[config.mk]
export PLATFORM = sky130hd
export DESIGN_NAME = tic_timer_irq
export DESIGN_NICKNAME = d
export VERILOG_FILES = /design/src/hdl/tic_pkg.sv /design/src/hdl/tic_capture.sv /design/src/hdl/tic_match.sv /design/src/hdl/tic_timer_irq.sv
export SDC_FILE = /design/constraint.sdc
export NUM_CORES = 1
export LEC_CHECK = 0
export ABC_AREA = 1
export BUFFER_PORTS_ARGS = -buffer_cell sky130_fd_sc_hd__buf_2
export CAP_MARGIN = 0
export CELL_PAD_IN_SITES_DETAIL_PLACEMENT = 0
export CELL_PAD_IN_SITES_GLOBAL_PLACEMENT = 1
export CORE_ASPECT_RATIO = 0.9
export CORE_MARGIN = 10
export CORE_UTILIZATION = 30
export CTS_CLUSTER_SIZE = 16
export DETAILED_ROUTE_END_ITERATION = 8
export MAX_ROUTING_LAYER = met4
export PLACE_DENSITY = 0.81
export SLEW_MARGIN = 40
export SYNTH_ARGS = -nofsm -noshare
export SYNTH_HDL_FRONTEND = slang
export SYNTH_SLANG_ARGS = --single-unit
[constraint.sdc]
create_clock -name pclk -period 1.2 [get_ports pclk]
set_input_delay 0.24 -clock pclk [delete_from_list [all_inputs] [get_ports pclk]]
set_output_delay 0.24 -clock pclk [all_outputs]
set_load 0.01 [all_outputs]
[src/hdl/tic_pkg.sv]
// shared constants, register map and carrier types for the timer interrupt block
package tic_pkg;
    ////////////////////////////////////////////////////////////////////////
    // register byte offsets on the apb bus
    localparam logic [7:0] OFS_EN_SH = 8'h00;
    localparam logic [7:0] OFS_EN_EX = 8'h04;
    localparam logic [7:0] OFS_FL_SH = 8'h08;
    localparam logic [7:0] OFS_FL_EX = 8'h0C;
    localparam logic [7:0] OFS_CAP1_LO = 8'h10;
    localparam logic [7:0] OFS_CAP1_HI = 8'h14;
    localparam logic [7:0] OFS_CAP3_LO = 8'h18;
    localparam logic [7:0] OFS_CAP3_HI = 8'h1C;
    localparam logic [7:0] OFS_CTRL = 8'h20;
    ////////////////////////////////////////////////////////////////////////
    // field positions inside the mask and flag registers
    localparam int BIT_CAP = 5;
    localparam int BIT_CMPA = 4;
    localparam int BIT_CMPB = 3;
    localparam int BIT_OVF = 2;
    localparam int BIT_T3_CMPC = 1;
    localparam int BIT_T1_CMPC = 0;
    // control register fields
    localparam int CTRL_T1_ACOMP = 0;
    localparam int CTRL_LEGACY = 1;
    ////////////////////////////////////////////////////////////////////////
    // implemented bits and reset values
    localparam logic [7:0] MASK_SH = 8'h3C;
    localparam logic [7:0] MASK_EX = 8'h3F;
    localparam logic [7:0] MASK_CTRL = 8'h03;
    localparam logic [7:0] RST_REG = 8'h00;
    localparam logic [15:0] RST_CAP = 16'h0000;
    // waveform modes that use the capture register as top
    localparam logic [3:0] WGM_PC_ICR = 4'h8;
    localparam logic [3:0] WGM_PFC_ICR = 4'hA;
    localparam logic [3:0] WGM_CTC_ICR = 4'hC;
    localparam logic [3:0] WGM_FAST_ICR = 4'hE;
    ////////////////////////////////////////////////////////////////////////
    // per-timer inputs from the counter logic, same clock
    typedef struct packed {
        logic [15:0] counter_value;
        logic [15:0] compare_value_a;
        logic [15:0] compare_value_b;
        logic [15:0] compare_value_c;
        logic [3:0] waveform_mode_select;
        logic tick;
        logic ovf;
        logic top;
    } tic_timer_in_t;
    // compare match set pulses of one timer
    typedef struct packed {
        logic a;
        logic b;
        logic c;
    } tic_match_t;
    // true when the mode takes top from the capture register
    function automatic logic uses_icr_top(input logic [3:0] wgm);
        return (wgm == WGM_PC_ICR) || (wgm == WGM_PFC_ICR) || (wgm == WGM_CTC_ICR) || (wgm == WGM_FAST_ICR);
    endfunction : uses_icr_top
endpackage : tic_pkg

[src/hdl/tic_capture.sv]
// capture unit: pin synchroniser, source select, edge detect and counter latch
module tic_capture #(
    parameter int W = 16
) (
    input wire logic pclk,
    input wire logic presetn,
    input wire logic ce,
    input wire logic capture_pin,
    input wire logic comparator_out,
    input wire logic use_comparator,
    input wire logic [W-1:0] counter_value,
    output logic capture_event,
    output logic [W-1:0] capture_value
);
    import tic_pkg::*;
    // only 16-bit counters are served
    if (W != 16) begin : g_bad_width
        $error("tic_capture: only 16-bit counters are served");
    end
    logic [1:0] pin_s1_q, pin_s2_q;
    logic src_prev_q;
    logic [W-1:0] cap_q;
    wire logic src = use_comparator ? pin_s2_q[1] : pin_s2_q[0];
    // rising edge of the selected, synchronised source
    assign capture_event = ce & src & ~src_prev_q;
    assign capture_value = cap_q;
    // two-stage synchronisers, then edge history
    always_ff @(posedge pclk or negedge presetn) begin
        if (!presetn) begin
            pin_s1_q <= 2'h0;
            pin_s2_q <= 2'h0;
            src_prev_q <= 1'b0;
        end else if (ce) begin
            pin_s1_q <= {comparator_out, capture_pin};
            pin_s2_q <= pin_s1_q;
            src_prev_q <= src;
        end
    end
    // latch the running counter on each event
    always_ff @(posedge pclk or negedge presetn) begin
        if (!presetn) begin
            cap_q <= RST_CAP;
        end else if (capture_event) begin
            cap_q <= counter_value;
        end
    end
endmodule : tic_capture

[src/hdl/tic_match.sv]
// compare stage of one timer: match seen on one timer tick, flag set on the next
module tic_match (
    input wire logic pclk,
    input wire logic presetn,
    input wire logic ce,
    input tic_pkg::tic_timer_in_t tin,
    output tic_pkg::tic_match_t set
);
    import tic_pkg::*;
    logic [2:0] hit_q;
    wire logic [2:0] eq = {tin.counter_value == tin.compare_value_a,
        tin.counter_value == tin.compare_value_b, tin.counter_value == tin.compare_value_c};
    // only real matches reach the flags, forced strobes have no path here
    assign set = (ce & tin.tick) ? hit_q : 3'h0;
    // remember the match of the current timer cycle
    always_ff @(posedge pclk or negedge presetn) begin
        if (!presetn) begin
            hit_q <= 3'h0;
        end else if (ce && tin.tick) begin
            hit_q <= eq;
        end
    end
endmodule : tic_match

[src/hdl/tic_timer_irq.sv]
// interrupt masks, flags and capture registers of timers 1 and 3 behind an apb slave
//
// Behaviour
// - each capture event copies the counter into that timer's capture register
// - reading capture low byte parks its high byte in the shared temp byte
// - request needs enable bit, global interrupt flag and event flag together
// - shared mask: t1 capture 5, compare a 4, compare b 3, overflow 2
// - extended mask: t3 bits 5..1, t1 compare c bit 0, bits 7:6 zero
// - shared flags: t1 capture 5, compare a 4, compare b 3, overflow 2
// - extended flags: t3 bits 5..1, t1 compare c bit 0, reset zero
// - capture flag on pin event, or on reaching top when capture is top
// - compare flag set in timer cycle after counter equals compare value
// - forced compare strobe never sets a compare flag
// - overflow flag follows the overflow pulse chosen per waveform mode
// - executing a flag's interrupt vector clears that flag
// - writing one clears a flag, writing zero leaves it
// - legacy mode removes the extended mask register
// - compare c flags behave like the other compare flags
//
// Design decisions made here: the APB slave port and the address map.
module tic_timer_irq (
    input wire logic pclk,
    input wire logic presetn,
    input wire logic ce,
    input wire logic [7:0] paddr,
    input wire logic psel,
    input wire logic penable,
    input wire logic pwrite,
    input wire logic [31:0] pwdata,
    output logic [31:0] prdata,
    output logic pready,
    output logic pslverr,
    input wire logic global_irq_en,
    input wire logic [7:0] vector_exec_shared,
    input wire logic [7:0] vector_exec_ext,
    input tic_pkg::tic_timer_in_t t1_in,
    input tic_pkg::tic_timer_in_t t3_in,
    input wire logic capture_pin_t1,
    input wire logic capture_pin_t3,
    input wire logic comparator_out,
    output logic [7:0] irq_req_shared,
    output logic [7:0] irq_req_ext
);
    import tic_pkg::*;

    ////////////////////////////////////////////////////////////////////////
    // state
    logic [7:0] en_sh_q, en_ex_q, fl_sh_q, fl_ex_q, ctrl_q, temp_q;
    logic [7:0] irq_sh_q, irq_ex_q;
    logic [31:0] prdata_q;
    logic pready_q, pslverr_q;

    // apply set, vector clear and write-one clear; set wins over both clears
    function automatic logic [7:0] w1c(input logic [7:0] cur, input logic [7:0] set,
        input logic [7:0] clr, input logic [7:0] vec, input logic [7:0] mask);
        return ((cur & ~clr & ~vec) | set) & mask;
    endfunction : w1c

    ////////////////////////////////////////////////////////////////////////
    // capture units and compare stages
    logic cap1_ev, cap3_ev;
    logic [15:0] cap1_val, cap3_val;
    tic_match_t m1, m3;

    tic_capture #(.W(16)) u_cap1 (
        .pclk(pclk),
        .presetn(presetn),
        .ce(ce),
        .capture_pin(capture_pin_t1),
        .comparator_out(comparator_out),
        .use_comparator(ctrl_q[CTRL_T1_ACOMP]),
        .counter_value(t1_in.counter_value),
        .capture_event(cap1_ev),
        .capture_value(cap1_val)
    );
    // timer 3 has no comparator option
    tic_capture #(.W(16)) u_cap3 (
        .pclk(pclk),
        .presetn(presetn),
        .ce(ce),
        .capture_pin(capture_pin_t3),
        .comparator_out(1'b0),
        .use_comparator(1'b0),
        .counter_value(t3_in.counter_value),
        .capture_event(cap3_ev),
        .capture_value(cap3_val)
    );
    tic_match u_match1 (
        .pclk(pclk),
        .presetn(presetn),
        .ce(ce),
        .tin(t1_in),
        .set(m1)
    );
    tic_match u_match3 (
        .pclk(pclk),
        .presetn(presetn),
        .ce(ce),
        .tin(t3_in),
        .set(m3)
    );

    ////////////////////////////////////////////////////////////////////////
    // apb decode
    wire logic setup = psel & ~penable;
    wire logic done = psel & penable & pready_q & ce;
    wire logic wr_done = done & pwrite;
    wire logic rd_done = done & ~pwrite;
    wire logic legacy = ctrl_q[CTRL_LEGACY];
    wire logic [7:0] wbyte = pwdata[7:0];
    wire logic hit_en_sh = paddr == OFS_EN_SH;
    wire logic hit_en_ex = (paddr == OFS_EN_EX) & ~legacy;
    wire logic hit_fl_sh = paddr == OFS_FL_SH;
    wire logic hit_fl_ex = paddr == OFS_FL_EX;
    wire logic hit_c1_lo = paddr == OFS_CAP1_LO;
    wire logic hit_c1_hi = paddr == OFS_CAP1_HI;
    wire logic hit_c3_lo = paddr == OFS_CAP3_LO;
    wire logic hit_c3_hi = paddr == OFS_CAP3_HI;
    wire logic hit_ctrl = paddr == OFS_CTRL;
    wire logic addr_ok = hit_en_sh | hit_en_ex | hit_fl_sh | hit_fl_ex | hit_c1_lo | hit_c1_hi
        | hit_c3_lo | hit_c3_hi | hit_ctrl;
    // high bytes come from the shared temp byte so the pair reads atomically unless a capture lands in the setup cycle of the low-byte read
    wire logic [7:0] rbyte = hit_en_sh ? en_sh_q :
        hit_en_ex ? en_ex_q :
        hit_fl_sh ? fl_sh_q :
        hit_fl_ex ? fl_ex_q :
        hit_c1_lo ? cap1_val[7:0] :
        hit_c3_lo ? cap3_val[7:0] :
        (hit_c1_hi | hit_c3_hi) ? temp_q :
        hit_ctrl ? ctrl_q : 8'h00;

    ////////////////////////////////////////////////////////////////////////
    // flag set sources
    // capture flag follows top instead of the pin when capture is top
    wire logic cap1_set = uses_icr_top(t1_in.waveform_mode_select) ? (ce & t1_in.top) : cap1_ev;
    wire logic cap3_set = uses_icr_top(t3_in.waveform_mode_select) ? (ce & t3_in.top) : cap3_ev;
    // overflow pulse is already qualified per mode by the counter
    wire logic ovf1_set = ce & t1_in.ovf;
    wire logic ovf3_set = ce & t3_in.ovf;
    wire logic [7:0] set_sh = {2'h0, cap1_set, m1.a, m1.b, ovf1_set, 2'h0};
    wire logic [7:0] set_ex = {2'h0, cap3_set, m3.a, m3.b, ovf3_set, m3.c, m1.c};
    wire logic [7:0] clr_sh = (wr_done & hit_fl_sh) ? wbyte : 8'h00;
    wire logic [7:0] clr_ex = (wr_done & hit_fl_ex) ? wbyte : 8'h00;
    wire logic [7:0] fl_sh_d = w1c(fl_sh_q, set_sh, clr_sh, vector_exec_shared, MASK_SH);
    wire logic [7:0] fl_ex_d = w1c(fl_ex_q, set_ex, clr_ex, vector_exec_ext, MASK_EX);
    // legacy mode hides the extended enables entirely
    wire logic [7:0] en_ex_eff = legacy ? 8'h00 : en_ex_q;
    wire logic [7:0] irq_sh_d = fl_sh_q & en_sh_q & {8{global_irq_en}};
    wire logic [7:0] irq_ex_d = fl_ex_q & en_ex_eff & {8{global_irq_en}};

    ////////////////////////////////////////////////////////////////////////
    // mask and control registers
    always_ff @(posedge pclk or negedge presetn) begin
        if (!presetn) begin
            en_sh_q <= RST_REG;
            en_ex_q <= RST_REG;
            ctrl_q <= RST_REG;
        end else if (wr_done) begin
            if (hit_en_sh) en_sh_q <= wbyte & MASK_SH;
            if (hit_en_ex) en_ex_q <= wbyte & MASK_EX;
            if (hit_ctrl) ctrl_q <= wbyte & MASK_CTRL;
        end
    end

    // flag registers
    always_ff @(posedge pclk or negedge presetn) begin
        if (!presetn) begin
            fl_sh_q <= RST_REG;
            fl_ex_q <= RST_REG;
        end else if (ce) begin
            fl_sh_q <= fl_sh_d;
            fl_ex_q <= fl_ex_d;
        end
    end

    // shared temp byte loaded by a low-byte read
    always_ff @(posedge pclk or negedge presetn) begin
        if (!presetn) begin
            temp_q <= RST_REG;
        end else if (rd_done && (hit_c1_lo || hit_c3_lo)) begin
            temp_q <= hit_c1_lo ? cap1_val[15:8] : cap3_val[15:8];
        end
    end

    // interrupt request levels
    always_ff @(posedge pclk or negedge presetn) begin
        if (!presetn) begin
            irq_sh_q <= RST_REG;
            irq_ex_q <= RST_REG;
        end else if (ce) begin
            irq_sh_q <= irq_sh_d;
            irq_ex_q <= irq_ex_d;
        end
    end

    // apb answer: no wait state, data and error prepared in setup
    always_ff @(posedge pclk or negedge presetn) begin
        if (!presetn) begin
            pready_q <= 1'b0;
            pslverr_q <= 1'b0;
            prdata_q <= 32'h0000_0000;
        end else if (ce) begin
            pready_q <= setup;
            pslverr_q <= setup & ~addr_ok;
            if (setup) prdata_q <= {24'h00_0000, rbyte};
        end
    end

    assign prdata = prdata_q;
    assign pready = pready_q;
    assign pslverr = pslverr_q;
    assign irq_req_shared = irq_sh_q;
    assign irq_req_ext = irq_ex_q;
endmodule : tic_timer_irq

==> results of run 1 <==
==> path summary, 6_finish.rpt <==
check,from,to,slack (ns),depth (start not counted)
max,pready$_DFFE_PN0P_,fl_sh_q[4]$_DFFE_PN0P_,-0.11,6
min,capture_pin_t1,u_cap1.pin_s1_q[0]$_DFFE_PN0P_,0.11,3
max reg2reg,pready$_DFFE_PN0P_,fl_sh_q[4]$_DFFE_PN0P_,-0.11,6
min reg2reg,pslverr$_DFFE_PN0P_,pslverr$_DFFE_PN0P_,0.47,2
max in group asynchronous,presetn,u_cap1.src_prev_q$_DFFE_PN0P_,0.32,3
min in group asynchronous,presetn,prdata[2]$_DFFE_PN0P_,0.35,2
==> layout by cell type, fill, tap and decap left out, types with 3 or more instances in the layout <==
| cell type | n |
|---|---|
| inv_1 | 90 |
| or2_2 | 8 |
| mux2_2 | 5 |
| nor2_4 | 8 |
| inv_2 | 6 |
| nand4_1 | 9 |
| buf_6 | 6 |
| nand2_1 | 201 |
| o21ai_1 | 22 |
| o21ai_2 | 12 |
| buf_12 | 6 |
| nand3_2 | 11 |
| o21ai_0 | 46 |
| dfrtp_1 | 96 |
| nand3_4 | 4 |
| o22ai_1 | 15 |
| a21oi_1 | 23 |
| xor2_1 | 10 |
| buf_4 | 68 |
| conb_1 | 30 |
| buf_2 | 189 |
| nor2_1 | 46 |
| diode_2 | 3 |
| o2111ai_1 | 7 |
| nor3_1 | 3 |
| clkbuf_16 | 10 |
| nand3_1 | 45 |
| xnor2_1 | 35 |
| a21oi_2 | 4 |
| nand2_2 | 26 |
==> cell usage after synthesis (3+ instances only) <==
master     instances  share of area (%)
buf_4             31                3.9
xor2_1            10                1.5
nor3_1             3               0.25
clkbuf_1           5               0.31
xnor2_1           35                5.1
o21ai_0           62                5.1
o21ai_2            9                1.3
nand3_4            3               0.87
nand2_1          221                 14
nand3_2            3               0.50
o21ai_1            9               0.75
or2_2             10                1.0
nand4_1            9               0.93
inv_2              6               0.37
nand3_1           54                4.5
o2111ai_1          7                1.0
a21oi_1           27                2.2
inv_1             92                5.7
buf_6              5               0.93
dfrtp_1           96                 40
o22ai_1           15                1.6
nand2_2            8               0.83
nor2_1            47                2.9
nor2_4             7                1.3
mux2_2             5               0.93
==> per-stage QoR <==
step / setup TNS [ns] / power (mW) / std cells / cell area, um2
after floorplan: -0.0766 / 4.88 / 829 / 6150
after global placement: -13.47 / 5.76 / 1305 / 7740
after detailed placement: -14.21 / 5.79 / 1305 / 7740
after CTS: -1.64 / 8.85 / 1326 / 8180
after global routing: -4.00 / 9.35 / 1330 / 8350
final: -1.18 / 8.84 / 1331 / 8350
==> flip-flops by register name, summed over array words and instances, names as in the netlist, 2 cells and up <==
signal	cells
temp_q	8
ctrl_q	2
en_ex_q	6
irq_req_shared	4
irq_req_ext	6
fl_ex_q	6
u_match1.hit_q	3
u_cap1.pin_s1_q	2
prdata	8
fl_sh_q	4
u_cap1.capture_value	16
u_cap3.capture_value	16
u_cap1.pin_s2_q	2
en_sh_q	4
u_match3.hit_q	3
==> layout make-up <==
| cell class | count | area (um2) | share of cell area (%) |
|---|---|---|---|
| Clock buffer | 11 | 233 | 2.79 |
| Clock inverter | 4 | 70.1 | 0.839 |
| Timing Repair inverter | 1 | 11.3 | 0.135 |
| Tap cell | 255 | 319 | 3.82 |
| Antenna cell | 3 | 7.51 | 0.0899 |
| Inverter | 98 | 379 | 4.54 |
| Sequential cell | 96 | 2400 | 28.8 |
| Timing Repair Buffer | 272 | 1690 | 20.3 |
| Multi-Input combinational cell | 591 | 3230 | 38.7 |
==> worst reg2reg max path: stages, from the launching register on <==
cell	delay [ns]
dfrtp_1	0.39
nand4_4	0.11
nor2_4	0.20
buf_4	0.15
nand3_1	0.09
a21oi_2	0.18
o21ai_1	0.07
==> cell families after synthesis <==
family | count (synthesis) | synth area share, %
multiplexers | 5 | 0.933
XOR/XNOR | 45 | 6.53
flip-flops | 96 | 39.8
buffers and inverters | 143 | 11.5
AO/OA/AOI/OAI | 137 | 13.1
AND/OR/NAND/NOR | 373 | 28.1
other | 1 | 0.0621
==> power groups by stage <==
stage          registers (mW)  clock network [mW]  logic, mW
6_report                 3.90                2.99       1.95
5_1_grt                  3.94                3.21       2.20
4_1_cts                  3.90                3.05       1.90
3_5_place_dp             3.96                   0       1.84
3_3_place_gp             3.95                   0       1.81
2_1_floorplan            3.86                   0       1.03
==> metal layers <==
layer / vias to the layer above / GRT usage, % / routed length [um]
met5: - / - / 0
met4: 0 / 2.55 / 197
met3: 20 / 3.95 / 1360
met2: 186 / 25.0 / 9730
met1: 2751 / 20.4 / 9500
li1: 3063 / - / -
==> timing repair <==
| action | CTS | global route |
|---|---|---|
| gates cloned | 2 | 1 |
| endpoints found under the hold margin | 20 | 0 |
| gates resized for setup | 34 | 42 |
| pin swaps | 19 | 19 |
| hold buffers | 1 | 0 |
| setup buffers | 5 | 1 |
| setup endpoints to repair | 39 | 51 |
==> summary.txt, run 1 <==
Max Clock Skew: 0.00832 ns
CTS Buffer Depth: 2
Clock Sinks: 96
Clk slew on worst S/H paths: 0.06 ns
Drt wl/cell: 15.6 um
MaxCap Viol Count: 0
Top_reg_cell synth: dfrtp_1
Count of input and output buffers: 191
Crit path setup slack, layout: -0.105 ns
Num CTS Buffers: 9
Initial antenna violation count: 2
Filler instances: 2086
Sequential fraction of the synthesis area: 39.8%
DR pass1 iterations: 4
Share of synthesized registers carrying an async set or reset: 100%
Synthesized cell area: 0.00604 mm2
Register share of total power: 44.1%
F_max: 766 MHz
Yosys reg bits: 96
Via count: 6020
Fin. max-slew vios: 0
Clock power frac: 33.8%
Hpwl dp: 17.4 mm
Initial Util: 30.4%
Max incr delay on CP: 0.39 ns
Number of H-tree levels: 3
RSZ-0062 raised after global routing: yes
Die Wd: 170 um
Crit Path Max Fanout: 5
Post-synth cell types: 40
Pint: 6.34 mW
Die footprint: 0.0262 mm2
Top delay family on crit path: simple AND/OR/NAND/NOR gates
Core Util, Final: 42.0%
WP data arrival: 1.53 ns
Hold_ws: 0.106 ns
Hold Fails Final Rpt: 0
Pre-CTS setup slack: -0.306 ns
CP Buf/Inv Count: 1
Layout cells sized above 1: 35.6%
Nets: 1277
Initial DRC count: 401
I/O pin cnt: 258
Grt ovf: 0
Post-synth EDFFs: 0
Failing checks: negative setup slack
Comb power frac: 22.0%
Number of global-route vias before repair: 6277
Clock Tree Root: clkbuf_16
Avg Inst Size Synth: 7.54 um2
Class of the most critical setup path: reg2reg
Worst vdd ir: 0.888 mV
Fin crit share: 109%
Slowest CP cell: dfrtp_1
CTS tree: done
CP cell instances: nand4_4, nor2_4, buf_4, nand3_1, a21oi_2, o21ai_1
Sw Share: 28.2%
Period minus WS final: 1.31 ns
Skew-Pair Late Insertion Delay: 0.34 ns
Drt total wl: 20.8 mm
Setup violators final: 29
Leakage: 4.26 nW
Global placement routability congestion: 0.904
Hold Crit Class: in2reg
Global-route wire length before repair: 32.6 mm
Cell Pwr Density: 1060 mW/mm2
CP required: 1.43 ns
Startpoint Class: flip-flop
Status: complete, but fails checks
Area Overhead vs Synth: 38.3%
Largest net degree at the start of global routing: 34
Row Count: 49
Die Height: 155 um
Number of remaining DRC errors: 0
P_sw: 2.49 mW
Antenna-violating nets left: 0
YS warnings: 0
Core ar.: 0.0199 mm2
Vias per inst: 4.52
Gr usage total: 15.8%
Synth Instances: 800
CP Capture Type: flip-flop
No activity file was read; power rests on OpenSTA's default activity.
==> run 2: changes to the inputs <==
--- a/config.mk
+++ b/config.mk
@@ -17,7 +17,8 @@
 export DETAILED_ROUTE_END_ITERATION = 8
 export MAX_ROUTING_LAYER = met4
 export PLACE_DENSITY = 0.81
-export SLEW_MARGIN = 40
+export REMOVE_ABC_BUFFERS = 1
+export SLEW_MARGIN = 20
 export SYNTH_ARGS = -nofsm -noshare
 export SYNTH_HDL_FRONTEND = slang
 export SYNTH_SLANG_ARGS = --single-unit
==> summary.txt, run 2 (same netlist as run 1, synthesis figures left out) <==
Status: complete, but fails checks
Hold Crit Class: in2reg
Max Clock Skew: 0.00689 ns (-0.00143 ns)
CP Buf/Inv Count: 1 (unchanged)
Worst r2r src: pready$_DFFE_PN0P_
Period minus WS final: 1.30 ns (-0.000794 ns)
Number of H-tree levels: 3 (unchanged)
DR pass1 iterations: 4 (unchanged)
Via count: 5974 (-0.76%)
Nets: 1264 (-1.0%)
Post-route insts no fill: 1317 (-1.1%)
WP data arrival: 1.54 ns (about the same)
Drt total wl: 20.3 mm (-2.1%)
Number of global-route vias before repair: 6145 (-2.1%)
MaxCap Viol Count: 0 (unchanged)
Core ar.: 0.0199 mm2 (unchanged)
Hold_ws: 0.0906 ns (-0.0152 ns)
Fin. max-slew vios: 0 (unchanged)
Worst vdd ir: 0.700 mV (-21%)
I/O pin cnt: 258 (unchanged)
Crit Reg-Reg Endpoint: fl_ex_q[3]$_DFFE_PN0P_
Min-delay src: capture_pin_t1
Most frequent cells in the layout: 204 x nand2_1, 190 x buf_2, 96 x dfrtp_1
Clock Sinks: 96 (unchanged)
Initial antenna violation count: 1 (-1)
Placed Cells: 1290 (-1.1%)
Antenna-violating nets left: 0 (unchanged)
Leakage: 4.26 nW (-0.19%)
Initial DRC count: 387 (-3.5%)
F_max: 767 MHz (about the same)
Filler instances: 2098 (+0.58%)
Skew-Pair Late Insertion Delay: 0.35 ns (about the same)
Clk slew on worst S/H paths: 0.07 ns (about the same)
Setup violators final: 43 (+48%)
Largest net degree at the start of global routing: 43 (+26%)
RSZ-0062 raised after global routing: yes
Num CTS Buffers: 9 (unchanged)
CP required: 1.44 ns (about the same)
Hpwl dp: 16.7 mm (-3.9%)
Last element of the critical path: fl_ex_q[3]$_DFFE_PN0P_
CP cell instances: nand4_4, nor2_4, buf_12, nand3_2, a21oi_2, o22ai_1
Number of remaining DRC errors: 0 (unchanged)
Drt wl/cell: 15.4 um (-1.1%)
Gr usage total: 15.6% (-0.26 points)
Slowest CP cell: dfrtp_1
Clock Tree Root: clkbuf_16
Die Wd: 170 um (unchanged)
Crit path setup slack, layout: -0.104 ns (+0.000794 ns)
Global placement routability congestion: 0.852 (-5.7%)
Reg2reg path depth: 6 (unchanged)
Startpoint Class: flip-flop
CP Capture Type: flip-flop
Failing checks: negative setup slack
Commonest non-fill, non-tap cell in the layout: nand2_1
Layout cells sized above 1: 34.7% (-0.92 points)
Vias per inst: 4.54 (+0.29%)
Cell Pwr Density: 1120 mW/mm2 (+6.1%)
Worst reg-to-reg setup slack: -0.10 ns (about the same)
CTS tree: done
Class of the most critical setup path: reg2reg
Fin crit share: 109% (about the same)
Row Count: 49 (unchanged)
Cell count along the critical path: 6 (unchanged)
Initial Util: 30.4% (unchanged)
Area Overhead vs Synth: 37.6%
Hold Fails Final Rpt: 0 (unchanged)
Count of input and output buffers: 191 (unchanged)
CTS Buffer Depth: 2 (unchanged)
Critical Path Source: pready$_DFFE_PN0P_
Global-route wire length before repair: 32.0 mm (-2.1%)
Top delay family on crit path: simple AND/OR/NAND/NOR gates
Grt ovf: 0 (unchanged)
Die Height: 155 um (unchanged)
Max incr delay on CP: 0.40 ns (about the same)
Die footprint: 0.0262 mm2 (unchanged)
Crit Path Max Fanout: 8 (+3)
-- run 2: cell count changes in the layout (fill, tap and decap cells not counted), sizes merged --
cell    delta
buf       -13
bufinv     +2
diode      -2
clkbuf     -1
clkinv     -1
inv        +1
nand2      +1
o21ai      -1
-- run 2: cell type report --
type	instances	area [um2]	area share [%]
Inverter	98	380	4.58
Clock buffer	11	243	2.92
Clock inverter	5	128	1.54
Timing Repair Buffer	258	1580	19.0
Tap cell	255	319	3.84
Multi-Input combinational cell	591	3230	38.9
Timing Repair inverter	2	20.0	0.241
Antenna cell	1	2.50	0.0301
Sequential cell	96	2400	28.9
-- run 2: worst min path at each step --
stage | endpoint | slack, ns | cells after the start
6_report | u_cap1.pin_s1_q[0]$_DFFE_PN0P_ | 0.09 | 3
5_1_grt | u_cap1.pin_s1_q[1]$_DFFE_PN0P_ | 0.09 | 3
4_1_cts | u_cap1.pin_s1_q[0]$_DFFE_PN0P_ | 0.09 | 3
3_5_place_dp | u_cap3.pin_s1_q[0]$_DFFE_PN0P_ | 0.13 | 1
3_3_place_gp | u_cap3.pin_s1_q[0]$_DFFE_PN0P_ | 0.13 | 1
2_1_floorplan | ctrl_q[0]$_DFFE_PN0P_ | -0.06 | 0
-- run 2: what timing repair did --
item,CTS,global route
pin swaps,9,15
hold buffers,1,0
setup buffers,4,4
cloned,1,3
gates resized for setup,27,49
setup endpoints to repair,49,53
hold endpoints to repair,15,0
-- run 2: worst reg2reg max path: cells and delay by family (launching register included) --
family	cells	cell delay, ns
flops	1	0.40
buf+inv	1	0.16
compound gates	2	0.22
simple gates	3	0.42
-- run 2: layer usage --
metal	GRT usage, %	part of all wire [%]	vias to the layer above
li1	-	-	3048
met1	19.5	45	2751
met2	25.6	49	154
met3	3.37	5.1	21
met4	2.55	0.85	0
met5	-	0	-
-- run 2: report_power, final --
| group | leakage [nW] | internal (mW) | total, mW | switching, mW |
|---|---|---|---|---|
| clock network | 0.176 | 2.31 | 3.54 | 1.24 |
| registers | 1.25 | 3.63 | 3.86 | 0.229 |
| logic | 2.83 | 0.885 | 1.92 | 1.03 |
| total | 4.26 | 6.82 | 9.33 | 2.50 |
-- run 2: stage by stage --
step	worst slack (ns)	utilization [%]	power (mW)	TNS, ns	instance area [um2]
final	-0.104	41.8	9.33	-1.80	8310
after global routing	-0.220	41.8	9.84	-6.96	8310
after CTS	-0.127	40.9	9.31	-3.21	8130
after detailed placement	-0.300	38.4	5.72	-13.49	7630
after global placement	-0.284	38.4	5.69	-12.38	7630
after floorplan	-0.420	-	4.78	-7.91	5820
==> run 3: changes to the inputs <==
--- a/config.mk
+++ b/config.mk
@@ -12,13 +12,14 @@
 export CELL_PAD_IN_SITES_GLOBAL_PLACEMENT = 1
 export CORE_ASPECT_RATIO = 0.9
 export CORE_MARGIN = 10
-export CORE_UTILIZATION = 30
+export CORE_UTILIZATION = 31
 export CTS_CLUSTER_SIZE = 16
 export DETAILED_ROUTE_END_ITERATION = 8
 export MAX_ROUTING_LAYER = met4
-export PLACE_DENSITY = 0.81
+export PLACE_DENSITY = 0.83
 export REMOVE_ABC_BUFFERS = 1
 export SLEW_MARGIN = 20
 export SYNTH_ARGS = -nofsm -noshare
 export SYNTH_HDL_FRONTEND = slang
+export SYNTH_HIERARCHICAL = 1
 export SYNTH_SLANG_ARGS = --single-unit
==> summary.txt, run 3 <==
Avg Inst Size Synth: 6.85 um2 (-9.2%)
Row Count: 50 (+2.0%)
Count of input and output buffers: 191 (unchanged)
Die Wd: 174 um (+2.6%)
Skew-Pair Late Insertion Delay: 0.35 ns (about the same)
CTS Buffer Depth: 2 (unchanged)
Post-synth EDFFs: 0 (unchanged)
Number of global-route vias before repair: 6687 (+8.8%)
Clk slew on worst S/H paths: 0.06 ns (about the same)
F_max: 759 MHz (-0.98%)
Core Util, Final: 41.4% (-0.37 points)
Initial DRC count: 355 (-8.3%)
CP Buf/Inv Count: 2 (+1)
Worst vdd ir: 0.681 mV (-2.6%)
MaxCap Viol Count: 0 (unchanged)
Die footprint: 0.0276 mm2 (+5.2%)
Sequential fraction of the synthesis area: 37.1% (-2.7 points)
Class of the most critical setup path: reg2reg
Clock Tree Root: clkbuf_16
Antenna-violating nets left: 0 (unchanged)
Largest net degree at the start of global routing: 34 (-21%)
Top_reg_cell synth: dfrtp_1
Most frequent cells in the layout: 327 x nand2_1, 189 x buf_2, 103 x nor2_1
Worst reg-to-reg setup slack: -0.12 ns (about the same)
Yosys reg bits: 98 (+2.1%)
Fin crit share: 110% (+1.1 points)
Total Power: 8.77 mW (-6.0%)
Synthesized cell area: 0.00661 mm2 (+9.5%)
Vias per inst: 4.41 (-2.7%)
RSZ-0062 raised after global routing: yes
Via count: 6594 (+10%)
Startpoint Class: flip-flop
Initial antenna violation count: 1 (unchanged)
Grt ovf: 0 (unchanged)
Post-synth cell types: 39 (-2.5%)
Drt wl/cell: 14.5 um (-6.1%)
Area Overhead vs Synth: 31.1%
Cell accounting for the most synthesized area: dfrtp_1
Leakage: 4.67 nW (+9.6%)
Cell Pwr Density: 1010 mW/mm2 (-9.8%)
Period minus WS final: 1.32 ns (+0.0129 ns)
WP data arrival: 1.55 ns (about the same)
Global placement routability congestion: 0.857 (+0.56%)
YS warnings: 6 (+6)
Nets: 1412 (+12%)
Slowest CP cell: dfrtp_1
Layout cells sized above 1: 29.1% (-5.6 points)
Crit Path Max Fanout: 13 (+5)
Failing checks: negative setup slack
Core ar.: 0.0209 mm2 (+5.2%)
Hpwl dp: 17.9 mm (+7.0%)
CP Capture Type: flip-flop
Global-route wire length before repair: 34.1 mm (+6.8%)
Die Height: 159 um (+2.5%)
DR pass1 iterations: 7 (+3)
Top delay family on crit path: flip-flops
Drt total wl: 21.7 mm (+6.5%)
Initial Util: 31.6% (+1.2 points)
Clock Sinks: 98 (+2.1%)
Commonest non-fill, non-tap cell in the layout: nand2_1
Setup violators final: 27 (-37%)
Top cell type's share of synthesized area: 37.1% (-2.7 points)
I/O pin cnt: 258 (unchanged)
CTS tree: done
Gr usage total: 15.6% (+0.072 points)
Number of remaining DRC errors: 0 (unchanged)
Most frequent cell after synthesis: nand2_1
Synth top area cells: dfrtp_1 37%, nand2_1 19%, nor2_1 6.0%, inv_1 5.7%, buf_4 4.1%
Hold Fails Final Rpt: 0 (unchanged)
Hold Crit Class: in2reg
Number of H-tree levels: 3 (unchanged)
Crit path setup slack, layout: -0.117 ns (-0.0129 ns)
Num CTS Buffers: 9 (unchanged)
CP required: 1.44 ns (about the same)
Share of synthesized registers carrying an async set or reset: 100% (unchanged)
Max incr delay on CP: 0.36 ns (-0.04 ns)
Post-synth top cells: 330 x nand2_1, 105 x nor2_1, 101 x inv_1
CP cell instances: nand4_2, buf_4, nor2_4, buf_12, nand3_1, a21oi_2, o21ai_0
Status: complete, but fails checks
Max Clock Skew: 0.00440 ns (-0.00249 ns)
Synth Instances: 964 (+21%)
Fin. max-slew vios: 0 (unchanged)
run 3: cell families (layout without fill, tap and decap cells):
| kind of cell | Yosys count | after routing | share of synthesized area (%) |
|---|---|---|---|
| other | 1 | 34 | 0.0568 |
| buffers and inverters | 177 | 387 | 12.6 |
| xor gates and xnor gates | 32 | 32 | 4.24 |
| AOI/OAI and AO/OA | 93 | 93 | 7.84 |
| and+or+nand+nor | 563 | 564 | 38.1 |
| DFF | 98 | 98 | 37.1 |
run 3: metrics by stage:
step,cells,TNS (ns),setup slack (ns),hold WS (ns),instance area [um2]
floorplan,946,-1.21,-0.105,-0.0556,6370
global placement,1469,-7.51,-0.267,0.162,8110
detailed placement,1469,-8.57,-0.296,0.160,8110
CTS,1486,-1.92,-0.0995,0.0906,8480
global route,1494,-4.42,-0.224,0.133,8660
finish,1494,-1.53,-0.117,0.0926,8660
run 3: final cells by class:
type / count / area, um2
clock inverters: 4 / 45.0
inverters: 127 / 479
repair buffers: 246 / 1530
flip-flops and latches: 98 / 2450
multi-input cells: 722 / 3570
fillers: 2263 / 12200
clock buffers: 10 / 229
well taps: 286 / 358
diodes: 1 / 2.50
run 3: worst min-delay path: cells and delay by family:
family	cells	cell delay (ns)
buffers and inverters	1	0.07
AOI/OAI and AO/OA	1	0.06
and+or+nand+nor	1	0.03
run 3: timing repair:
item	4_1_cts	5_1_grt
setup endpoints to repair	31	48
buffers inserted	1	5
gates cloned	1	2
hold endpoints to repair	19	0
pin swaps	0	20
gates resized for setup	18	28
hold buffers	1	0
run 3: worst paths after layout:
path | end | start | cells past startpoint
max reg2reg | fl_ex_q[4]$_DFFE_PN0P_ | pready$_DFFE_PN0P_ | 7
min in group asynchronous | irq_req_ext[1]$_DFFE_PN0P_ | presetn | 2
min reg2reg | pslverr$_DFFE_PN0P_ | pslverr$_DFFE_PN0P_ | 2
max in group asynchronous | u_cap1/capture_value[13]$_DFFE_PN0P_ | presetn | 3
max | fl_ex_q[4]$_DFFE_PN0P_ | pready$_DFFE_PN0P_ | 7
min | u_cap3/pin_s1_q[0]$_DFFE_PN0P_ | capture_pin_t3 | 3
run 3: metal layers:
metal / global-route usage, % / wire, um / vias up
met3: 3.43 / 1030 / 12
li1: - / - / 3455
met1: 20.3 / 10000 / 2980
met2: 25.2 / 10500 / 147
met4: 1.95 / 103 / 0
met5: - / 0 / -
run 3: power breakdown:
part	leakage (nW)	switching [mW]	internal [mW]	total, mW
clock	0.138	1.21	1.58	2.80
sequential	1.23	0.287	3.70	3.99
combinational	3.30	1.14	0.837	1.98
total	4.67	2.64	6.12	8.77
